==> src/verilog/dce_defines.svh <==
// Constants of the channel transfer engine: offsets, fields, counts.
// Assumes inclusion by bare name from the bench and the engine.
// Functional notes
// - Engine yields the system bus after each transfer while the processor wants it.
// - Engine raises acknowledge toward the peripheral at its access.
// - Acknowledge holds until request falls, then drops.
// - A transaction reads source, writes destination, then decrements the count.
// - First transaction uses base addresses copied into hidden current addresses.
// - Each channel has a two-bit priority level for arbitration.
// - Equal priority: lower channel number wins.
// - Item count programmable up to 65535, decremented after each transaction.
// - Peripheral and memory item sizes are set independently.
// - With step enabled, address advances by 1, 2 or 4 per item size.
// - Base address registers keep programmed values; only current addresses move.
// - Non-circular channel with zero count serves no requests.
// - Disabling a channel resets none of its registers.
// - Circular mode reloads count and current addresses after last transaction.
// - An enabled channel serves requests from its peripheral.
// - Half of items moved sets half flag; interrupt if enabled.
// - Last item moved sets complete flag; interrupt if enabled.
// - Copy mode runs without requests once enabled, stops at zero count.
// - Channel flags are ORed into one interrupt line per channel.
`ifndef DCE_DEFINES_SVH
`define DCE_DEFINES_SVH
`define DCE_NCH 4
`define DCE_REG_CFG 2'h0
`define DCE_REG_CNT 2'h1
`define DCE_REG_PBASE 2'h2
`define DCE_REG_MBASE 2'h3
`define DCE_OFS_STAT 8'h40
`define DCE_OFS_FCLR 8'h44
`define DCE_FLAG_GIF 0
`define DCE_FLAG_TC 1
`define DCE_FLAG_HT 2
`define DCE_FLAG_W 4
`define DCE_CFG_RST 15'h0000
`define DCE_HTRANS_IDLE 2'h0
`define DCE_HTRANS_NSEQ 2'h2
`endif

==> src/verilog/dce_pkg.sv <==
// Types of the channel transfer engine.
// Assumes nothing beyond the defines header.
package dce_pkg;
  typedef enum logic [4:0] {
    ST_IDLE = 5'h01,
    ST_RDA = 5'h02,
    ST_RDD = 5'h04,
    ST_WRA = 5'h08,
    ST_WRD = 5'h10
  } dce_state_e;
  typedef struct packed {
    logic copy_without_request;
    logic [1:0] prio_level;
    logic [1:0] mem_item_size;
    logic [1:0] periph_item_size;
    logic rsv;
    logic mem_addr_step_on;
    logic periph_addr_step_on;
    logic wraparound_mode;
    logic to_periph;
    logic half_done_irq_on;
    logic all_done_irq_on;
    logic enable;
  } dce_cfg_s;
endpackage
==> src/verilog/dce_engine.sv <==
// Four-channel transfer engine: AHB-Lite register slave, AHB-Lite master.
// Assumes one clock, request pins asynchronous to it, master port alone
// on its bus segment with the fabric arbitration done here.
`include "dce_defines.svh"
`timescale 1ns/1ps
`default_nettype none
module dce_engine import dce_pkg::*; (
  input wire logic hclk,
  input wire logic hresetn,
  input wire logic hsel,
  input wire logic [31:0] haddr,
  input wire logic [1:0] htrans,
  input wire logic hwrite,
  input wire logic [2:0] hsize,
  input wire logic [31:0] hwdata,
  input wire logic hready,
  output logic hreadyout,
  output logic hresp,
  output logic [31:0] hrdata,
  output logic [31:0] m_haddr,
  output logic [1:0] m_htrans,
  output logic m_hwrite,
  output logic [2:0] m_hsize,
  output logic [31:0] m_hwdata,
  input wire logic [31:0] m_hrdata,
  input wire logic m_hready,
  input wire logic cpu_bus_req,
  input wire logic [3:0] dreq,
  output logic [3:0] dack,
  output logic [3:0] irq
);
  localparam int NCH = `DCE_NCH;

  function automatic logic [31:0] step_of(input logic [1:0] sz);
    step_of = 32'h1 << sz;
  endfunction

  // Highest level wins; scanning down lets the lower index win ties
  function automatic logic [2:0] pick(input logic [3:0] elig,
                                     input logic [7:0] pls);
    logic [1:0] best;
    logic found;
    logic [1:0] idx;
    best = 2'h0;
    found = 1'b0;
    idx = 2'h0;
    for (int i = NCH - 1; i >= 0; i--) begin
      if (elig[i] && (!found || pls[2*i +: 2] >= best)) begin
        found = 1'b1;
        best = pls[2*i +: 2];
        idx = 2'(i);
      end
    end
    pick = {found, idx};
  endfunction

  dce_cfg_s cfg_r [NCH];
  logic [15:0] cnt_r [NCH];
  logic [15:0] tot_r [NCH];
  logic [31:0] pbase_r [NCH];
  logic [31:0] mbase_r [NCH];
  logic [31:0] pcur_r [NCH];
  logic [31:0] mcur_r [NCH];
  logic [3:0] tc_r, ht_r, en_d_r, req_m_r, req_s_r, dack_r;
  dce_state_e st_r;
  logic [1:0] cur_r;
  logic [31:0] data_r;
  logic yield_r;
  logic wsel_r;
  logic [7:0] wadr_r;
  logic [31:0] hrdata_r;

  // Register slave, zero wait states
  wire s_acc = hsel & htrans[1] & hready;
  wire [1:0] rch = haddr[5:4];
  wire [1:0] rreg = haddr[3:2];
  wire [31:0] ch_word = (rreg == `DCE_REG_CFG) ? {17'h0, cfg_r[rch]} :
                        (rreg == `DCE_REG_CNT) ? {16'h0, cnt_r[rch]} :
                        (rreg == `DCE_REG_PBASE) ? pbase_r[rch] :
                        mbase_r[rch];
  logic [31:0] stat_w;
  always_comb begin
    stat_w = 32'h0;
    for (int i = 0; i < NCH; i++) begin
      stat_w[`DCE_FLAG_W*i + `DCE_FLAG_GIF] = tc_r[i] | ht_r[i];
      stat_w[`DCE_FLAG_W*i + `DCE_FLAG_TC] = tc_r[i];
      stat_w[`DCE_FLAG_W*i + `DCE_FLAG_HT] = ht_r[i];
    end
  end
  wire [31:0] rd_mux = (haddr[7:6] == 2'h0) ? ch_word :
                       (haddr[7:0] == `DCE_OFS_STAT) ? stat_w : 32'h0;
  wire [1:0] w_ch = wadr_r[5:4];
  wire [1:0] w_reg = wadr_r[3:2];
  wire w_chan = wsel_r && (wadr_r[7:6] == 2'h0);
  wire w_clr = wsel_r && (wadr_r == `DCE_OFS_FCLR);

  always_ff @(posedge hclk or negedge hresetn) begin
    if (!hresetn) begin
      wsel_r <= 1'b0;
      wadr_r <= 8'h00;
      hrdata_r <= 32'h0;
    end else begin
      wsel_r <= s_acc & hwrite;
      wadr_r <= haddr[7:0];
      if (s_acc && !hwrite) begin
        hrdata_r <= rd_mux;
      end
    end
  end
  assign hreadyout = 1'b1;
  assign hresp = 1'b0;
  assign hrdata = hrdata_r;

  // Current channel view
  dce_cfg_s cc;
  assign cc = cfg_r[cur_r];
  wire [15:0] cnt_cur = cnt_r[cur_r];
  wire [15:0] tot_cur = tot_r[cur_r];
  wire [31:0] src_a = cc.to_periph ? mcur_r[cur_r] : pcur_r[cur_r];
  wire [31:0] dst_a = cc.to_periph ? pcur_r[cur_r] : mcur_r[cur_r];
  wire [1:0] src_sz = cc.to_periph ? cc.mem_item_size : cc.periph_item_size;
  wire [1:0] dst_sz = cc.to_periph ? cc.periph_item_size : cc.mem_item_size;
  wire wr_done = (st_r == ST_WRD) && m_hready;

  // Eligibility and arbitration
  logic [3:0] elig;
  logic [7:0] pls;
  always_comb begin
    for (int i = 0; i < NCH; i++) begin
      pls[2*i +: 2] = cfg_r[i].prio_level;
      elig[i] = cfg_r[i].enable && en_d_r[i] &&
                (cnt_r[i] != 16'h0) &&
                (cfg_r[i].copy_without_request ||
                 (req_s_r[i] && !dack_r[i]));
    end
  end
  wire [2:0] win = pick(elig, pls);

  // Transfer sequencer
  always_ff @(posedge hclk or negedge hresetn) begin
    if (!hresetn) begin
      st_r <= ST_IDLE;
      cur_r <= 2'h0;
      data_r <= 32'h0;
      yield_r <= 1'b0;
    end else begin
      unique case (st_r)
        ST_IDLE: begin
          if (yield_r) begin
            yield_r <= 1'b0;
          end else if (win[2]) begin
            cur_r <= win[1:0];
            st_r <= ST_RDA;
          end
        end
        ST_RDA: if (m_hready) st_r <= ST_RDD;
        ST_RDD: begin
          if (m_hready) begin
            data_r <= m_hrdata >> {src_a[1:0], 3'b000};
            st_r <= ST_WRA;
          end
        end
        ST_WRA: if (m_hready) st_r <= ST_WRD;
        ST_WRD: begin
          if (m_hready) begin
            yield_r <= cpu_bus_req;
            st_r <= ST_IDLE;
          end
        end
      endcase
    end
  end

  // Master outputs; narrow writes repeat on every lane
  wire [31:0] item = (src_sz == 2'h0) ? {24'h0, data_r[7:0]} :
                     (src_sz == 2'h1) ? {16'h0, data_r[15:0]} : data_r;
  wire rd_ph = (st_r == ST_RDA) || (st_r == ST_RDD);
  assign m_haddr = rd_ph ? src_a : dst_a;
  assign m_htrans = ((st_r == ST_RDA) || (st_r == ST_WRA)) ?
                    `DCE_HTRANS_NSEQ : `DCE_HTRANS_IDLE;
  assign m_hwrite = (st_r == ST_WRA);
  assign m_hsize = rd_ph ? {1'b0, src_sz} : {1'b0, dst_sz};
  assign m_hwdata = (dst_sz == 2'h0) ? {4{item[7:0]}} :
                    (dst_sz == 2'h1) ? {2{item[15:0]}} : item;

  // Per-channel registers, pointers, flags and handshake
  always_ff @(posedge hclk or negedge hresetn) begin
    if (!hresetn) begin
      for (int i = 0; i < NCH; i++) begin
        cfg_r[i] <= `DCE_CFG_RST;
        cnt_r[i] <= 16'h0;
        tot_r[i] <= 16'h0;
        pbase_r[i] <= 32'h0;
        mbase_r[i] <= 32'h0;
        pcur_r[i] <= 32'h0;
        mcur_r[i] <= 32'h0;
      end
      tc_r <= 4'h0;
      ht_r <= 4'h0;
      en_d_r <= 4'h0;
      req_m_r <= 4'h0;
      req_s_r <= 4'h0;
      dack_r <= 4'h0;
    end else begin
      req_m_r <= dreq;
      req_s_r <= req_m_r;
      for (int i = 0; i < NCH; i++) begin
        en_d_r[i] <= cfg_r[i].enable;
        if (w_chan && w_ch == 2'(i)) begin
          unique case (w_reg)
            `DCE_REG_CFG: cfg_r[i] <= hwdata[14:0];
            `DCE_REG_CNT: begin
              if (!cfg_r[i].enable) begin
                cnt_r[i] <= hwdata[15:0];
                tot_r[i] <= hwdata[15:0];
              end
            end
            `DCE_REG_PBASE: pbase_r[i] <= hwdata;
            `DCE_REG_MBASE: mbase_r[i] <= hwdata;
          endcase
        end
        if (cfg_r[i].enable && !en_d_r[i]) begin
          pcur_r[i] <= pbase_r[i];
          mcur_r[i] <= mbase_r[i];
        end
        if (wr_done && cur_r == 2'(i)) begin
          if (cnt_r[i] == 16'h1 && cfg_r[i].wraparound_mode) begin
            cnt_r[i] <= tot_r[i];
            pcur_r[i] <= pbase_r[i];
            mcur_r[i] <= mbase_r[i];
          end else begin
            cnt_r[i] <= cnt_r[i] - 16'h1;
            if (cfg_r[i].periph_addr_step_on) begin
              pcur_r[i] <= pcur_r[i] +
                           step_of(cfg_r[i].periph_item_size);
            end
            if (cfg_r[i].mem_addr_step_on) begin
              mcur_r[i] <= mcur_r[i] +
                           step_of(cfg_r[i].mem_item_size);
            end
          end
        end
        // Set wins over a same-cycle clear
        tc_r[i] <= (wr_done && cur_r == 2'(i) && cnt_r[i] == 16'h1) ||
                   (tc_r[i] &&
                    !(w_clr && hwdata[`DCE_FLAG_W*i + `DCE_FLAG_TC]));
        ht_r[i] <= (wr_done && cur_r == 2'(i) && tot_r[i] > 16'h1 &&
                    (cnt_r[i] - 16'h1) ==
                    (tot_r[i] - (tot_r[i] >> 1))) ||
                   (ht_r[i] &&
                    !(w_clr && hwdata[`DCE_FLAG_W*i + `DCE_FLAG_HT]));
        if (wr_done && cur_r == 2'(i) &&
            !cfg_r[i].copy_without_request) begin
          dack_r[i] <= 1'b1;
        end else if (dack_r[i] && !req_s_r[i]) begin
          dack_r[i] <= 1'b0;
        end
      end
    end
  end
  assign dack = dack_r;

  always_comb begin
    for (int i = 0; i < NCH; i++) begin
      irq[i] = (tc_r[i] && cfg_r[i].all_done_irq_on) ||
               (ht_r[i] && cfg_r[i].half_done_irq_on);
    end
  end
endmodule
`default_nettype wire

==> config.mk <==
export PLATFORM = sky130hd
export DESIGN_NAME = dce_engine
export DESIGN_NICKNAME = d
export VERILOG_FILES = /design/src/verilog/dce_pkg.sv /design/src/verilog/dce_engine.sv
export VERILOG_INCLUDE_DIRS = /design/src /design/src/verilog
export SDC_FILE = /design/constraint.sdc
export NUM_CORES = 2
export LEC_CHECK = 0
export BUFFER_PORTS_ARGS = -buffer_cell sky130_fd_sc_hd__buf_2
export CORE_UTILIZATION = 32
export CTS_CLUSTER_DIAMETER = 100
export DETAILED_ROUTE_END_ITERATION = 12
export HOLD_SLACK_MARGIN = 0.08
export PLACE_DENSITY_LB_ADDON = 0.15
export SYNTH_ARGS = -nofsm -noshare
export SYNTH_HDL_FRONTEND = slang
export SYNTH_SLANG_ARGS = --single-unit
==> constraint.sdc <==
create_clock -name hclk -period 6.8 [get_ports hclk]
set_clock_uncertainty 0.2 [all_clocks]
set_input_delay 1.36 -clock hclk [delete_from_list [all_inputs] [get_ports hclk]]
set_output_delay 1.36 -clock hclk [all_outputs]
set_load 0.1 [all_outputs]
==> metrics.txt <==
# TYPE chip_impl_metric gauge
chip_impl_metric{name="synth.area.mux_share",unit="%"} 17.25
chip_impl_metric{name="wl_per_cell",unit="um"} 29.77
chip_impl_info{name="run_status",value="finished clean"} 1
chip_impl_metric{name="clock_tree.htree_level_count",unit=""} 3
chip_impl_info{name="start_kind",value="flip-flop"} 1
chip_impl_metric{name="post_synth.cell_area_avg",unit="sq um"} 9.765
chip_impl_info{name="cp-end-kind",value="output pin"} 1
chip_impl_metric{name="worst_ir_drop_vdd",unit="mV"} 0.5919
chip_impl_metric{name="routed_wl",unit="um"} 222600
chip_impl_metric{name="fp.dieArea",unit="sq um"} 161400
chip_impl_info{name="hold_class",value="reg2reg"} 1
chip_impl_metric{name="num_cts_buffers",unit=""} 99
chip_impl_metric{name="grt_first_pass_wirelength",unit="um"} 319900
chip_impl_metric{name="synth_compound_area_share",unit="%"} 16.88
chip_impl_metric{name="worst-path-max-fanout",unit=""} 44
chip_impl_metric{name="post_synth_fa_ha_maj_area_fraction",unit="%"} 4.164
chip_impl_metric{name="cp_data_arrival_time",unit="ns"} 4.16
chip_impl_metric{name="largest_net_degree_at_the_start_of_global_routing",unit=""} 135
chip_impl_metric{name="drt.antenna.violating_nets",unit=""} 0
chip_impl_metric{name="seq_power_share",unit="%"} 34.2
chip_impl_metric{name="finalHoldViolCount",unit=""} 0
chip_impl_metric{name="floorplan.rows",unit=""} 146
chip_impl_metric{name="antenna_found_initial",unit=""} 27
chip_impl_metric{name="power_frac_clock",unit="%"} 34.6
chip_impl_metric{name="power.share.switching",unit="%"} 40.79
chip_impl_metric{name="portion_of_the_clock_cycle_consumed_by_the_worst_path_in_the_final_layout",unit="%"} 84.14
chip_impl_info{name="cts_tree",value="built"} 1
chip_impl_metric{name="post_synthesis_instance_total",unit=""} 5237
chip_impl_metric{name="worst_tran_pin_value",unit="ns"} 1.355
chip_impl_metric{name="clock_tree.buffer_depth",unit=""} 3
chip_impl_metric{name="relSlewSlack",unit="%"} 8.709
chip_impl_metric{name="vias",unit=""} 45160
chip_impl_metric{name="global_route.overflow_total",unit=""} 0
chip_impl_metric{name="worstSkewPairLatency",unit="ns"} 0.74
chip_impl_info{name="ys_dominant_reg_cell",value="dfrtp_1"} 1
chip_impl_metric{name="ys_async_rst_share",unit="%"} 100.0
chip_impl_metric{name="effective_utilization_at_floorplan",unit="%"} 32.25
chip_impl_metric{name="io_buffers",unit=""} 191
chip_impl_metric{name="cts_post_setup_buffers_inserted",unit=""} 0
chip_impl_metric{name="drv.max_cap_violation_count",unit=""} 0
chip_impl_metric{name="vias_per_cell",unit=""} 6.038
chip_impl_info{name="cp_cell_sequence",value="mux4_2 > mux2i_1 > and2_0 > nand2_1 > nand3_1 > buf_2"} 1
chip_impl_metric{name="syn2layout_area_growth",unit="%"} 13.65
chip_impl_metric{name="total_of_cells_resized_after_clock_tree_synthesis",unit=""} 0
chip_impl_metric{name="ys_warn_count",unit=""} 0
chip_impl_info{name="standard_cell_with_the_maximum_stage_delay_on_the_critical_path",value="dfrtp_4"} 1
chip_impl_metric{name="ratio_of_total_power_to_cell_area",unit="nW/um^2"} 295.8
chip_impl_metric{name="synth_edf_count",unit=""} 0
chip_impl_metric{name="post-route-min-period",unit="ns"} 5.721
chip_impl_metric{name="leakagePower",unit="nW"} 24.81
chip_impl_metric{name="drt_iter0_drc",unit=""} 5572
chip_impl_metric{name="net-switching-power",unit="W"} 0.007014
chip_impl_info{name="clock_tree.root_cell",value="clkbuf_16"} 1
chip_impl_metric{name="grt_pass1_vias",unit=""} 43100
chip_impl_info{name="timing.critical_path.max_delay_family",value="multiplexers"} 1
chip_impl_metric{name="timing.final.max_slew_violations",unit=""} 0
chip_impl_metric{name="hold_buffers",unit=""} 0
chip_impl_metric{name="layout.filler_cells",unit=""} 15830
chip_impl_metric{name="grt_util_all_layers",unit="%"} 27.12
chip_impl_info{name="grt_setup_unrepaired",value="false"} 1
chip_impl_metric{name="num_io_pins",unit=""} 224
chip_impl_metric{name="yosysSeqAreaShare",unit="%"} 39.39
chip_impl_metric{name="synth_xor_xnor_area_share",unit="%"} 3.954
chip_impl_metric{name="cts.reportedPaths.clkPinSlew",unit="ns"} 0.06
chip_impl_metric{name="die_w",unit="um"} 401.8
chip_impl_metric{name="fp.coreArea",unit="sq um"} 158600
chip_impl_metric{name="power.combinational.fraction",unit="%"} 31.2
chip_impl_metric{name="worst-path-buf-inv",unit=""} 1
chip_impl_metric{name="synthesis.area",unit="sq um"} 51140
chip_impl_metric{name="detailed_place_hpwl",unit="um"} 161200
chip_impl_metric{name="finalHoldWorstSlack",unit="ns"} 0.1533
chip_impl_metric{name="yosys.area_share.simple",unit="%"} 14.49
chip_impl_metric{name="cell_internal_pwr",unit="W"} 0.01018
chip_impl_metric{name="final-setup-viol-count",unit=""} 0
chip_impl_metric{name="remaining_design_rule_violation_count",unit=""} 0
chip_impl_metric{name="fmax",unit="GHz"} 0.1748
chip_impl_metric{name="globalplace.congestion",unit=""} 0.9415
chip_impl_metric{name="final_critical_path_setup_slack",unit="ns"} 1.079
chip_impl_metric{name="share_of_post_route_cells_with_drive_strength_above_1",unit="%"} 20.42
chip_impl_metric{name="ys_seq_elements",unit=""} 805
chip_impl_info{name="criticalPathCategory",value="reg2out"} 1
chip_impl_metric{name="cts_sinks",unit=""} 805
chip_impl_metric{name="critical_path_required",unit="ns"} 5.24
chip_impl_metric{name="dp_worst_setup_slack",unit="ns"} 1.142
chip_impl_metric{name="finalSetupTns",unit="ns"} 0
chip_impl_metric{name="nets",unit=""} 5586
chip_impl_metric{name="netlist-cell-type-count",unit=""} 99
chip_impl_metric{name="max_stage_delay",unit="ns"} 0.87
chip_impl_info{name="main_combinational_cell_family_by_area_after_synthesis",value="multiplexers"} 1
chip_impl_metric{name="firstDrtPassIters",unit=""} 6
chip_impl_metric{name="die_h",unit="um"} 401.8
## flip-flops by register name (all words and copies together) (netlist names), 60 cells and up
name,count
mcur_r,128
mbase_r,128
cnt_r,64
tot_r,64
pbase_r,128
pcur_r,128
cfg_r,60
## cell type report
class / instances / area, sq um / share of cell area (%)
multi-input cells: 3933 / 29220 / 50.28
flip-flops and latches: 805 / 20150 / 34.68
clock buffers: 138 / 2865 / 4.930
well taps: 2072 / 2592 / 4.461
repair buffers: 304 / 1898 / 3.266
clock inverters: 49 / 733.2 / 1.262
inverters: 168 / 630.6 / 1.085
diodes: 10 / 25.02 / 0.04306
## path summary, 6_finish.rpt
path | cells after the start | slack [ns] | to | startpoint
min | 0 | 0.15 | req_s_r[1] | req_m_r[1]
max | 6 | 1.08 | m_hwdata[28] | cur_r[1]
min reg2reg | 0 | 0.15 | req_s_r[1] | req_m_r[1]
min in group asynchronous | 1 | 0.50 | cnt_r[52] | hresetn
max reg2reg | 22 | 1.08 | cur_r[0] | cnt_r[4]
max in group asynchronous | 3 | 4.42 | pbase_r[93] | hresetn
## worst register-to-register path, delay by kind of cell (launching register included)
| family | cells | cell delay (ns) |
|---|---|---|
| AO/OA/AOI/OAI | 7 | 1.29 |
| adder cells (fa/ha/maj) | 3 | 0.80 |
| flip-flops | 1 | 0.44 |
| multiplexers | 3 | 0.93 |
| AND/OR/NAND/NOR | 9 | 2.00 |
## power by group through the flow
stage          Clock (W)  Sequential (W)  Combinational (W)
4_1_cts          0.00604         0.00584            0.00533
2_1_floorplan          0         0.00572            0.00401
3_5_place_dp           0         0.00592            0.00532
6_report         0.00595         0.00587            0.00537
5_1_grt          0.00622         0.00592            0.00562
3_3_place_gp           0         0.00592            0.00530
## per-layer routing
layer  routed length (um)  GRT usage, %  vias up
met5                   35             0        -
met4                 9031         10.92        6
met3                19460         5.373      428
met2                95280         39.88     2175
met1                98810         38.81    23020
li1                     -             -    19530
## cell usage in the layout, fill, tap and decap left out, types with 40 or more instances in the layout
cell type	synthesis	final
nor2b_1	48	44
nand3_1	149	147
a22oi_1	56	56
and3_1	56	56
mux2_2	362	362
nor3_1	87	81
xnor2_1	165	164
buf_2	26	188
a21oi_1	324	323
a31oi_1	67	67
nor2_1	412	397
o21ai_0	313	312
ha_1	151	151
o22ai_1	134	134
and2_1	47	47
clkbuf_16	0	100
nand2_1	564	562
a211oi_1	64	64
dfrtp_1	804	802
nand4_1	48	48
nand2b_1	42	41
mux2i_1	70	70
xor2_1	58	58
mux4_2	179	179
a32oi_1	40	40
inv_1	167	167
a21o_1	45	44
buf_4	12	108
## cell usage after synthesis, types with 13 or more instances
library cell	n	share of area, %
nand4_1	48	0.59
a211oi_1	64	0.94
ha_1	151	3.7
a22oi_1	56	0.82
nor3_1	87	0.85
a41oi_1	13	0.22
xnor2_1	165	2.8
o22ai_1	134	1.6
a21oi_1	324	3.2
clkbuf_1	260	1.9
nand2_1	564	4.1
a22o_1	23	0.39
xor2_1	58	0.99
nor2_1	412	3.0
a31oi_1	67	0.82
mux2i_1	70	1.4
a311oi_1	26	0.45
or3_1	24	0.29
inv_1	167	1.2
o21ai_0	313	3.1
nand2b_1	42	0.51
a32oi_1	40	0.69
a21o_1	45	0.66
and2_1	47	0.57
nor4_1	31	0.38
buf_2	26	0.25
nand3_1	149	1.5
o21bai_1	16	0.23
o221ai_1	37	0.63
a221oi_1	14	0.24
and3_1	56	0.69
buf_1	33	0.24
nor2b_1	48	0.59
a221o_1	36	0.70
o211ai_1	27	0.40
dfrtp_1	804	39
mux2_2	362	8.0
mux4_2	179	7.9
## cells by family after synthesis
| logic type | count (synthesis) |
|---|---|
| compound gates | 1340 |
| simple gates | 1588 |
| fa+ha+maj | 163 |
| flops | 805 |
| buf+inv | 501 |
| other cells | 2 |
| mux | 612 |
| xor+xnor | 226 |
## through the flow
step | utilization (%) | power, W | cells | area (sq um)
after CTS | 36.64 | 0.01721 | 7469 | 58090
after floorplan | - | 0.009727 | 5239 | 51150
after global placement | 34.37 | 0.01122 | 7282 | 54500
after detailed placement | 34.37 | 0.01124 | 7282 | 54500
after global routing | 36.64 | 0.01775 | 7472 | 58100
final | 36.65 | 0.01719 | 7479 | 58120
Note: power is estimated with default switching activity, not from simulation.
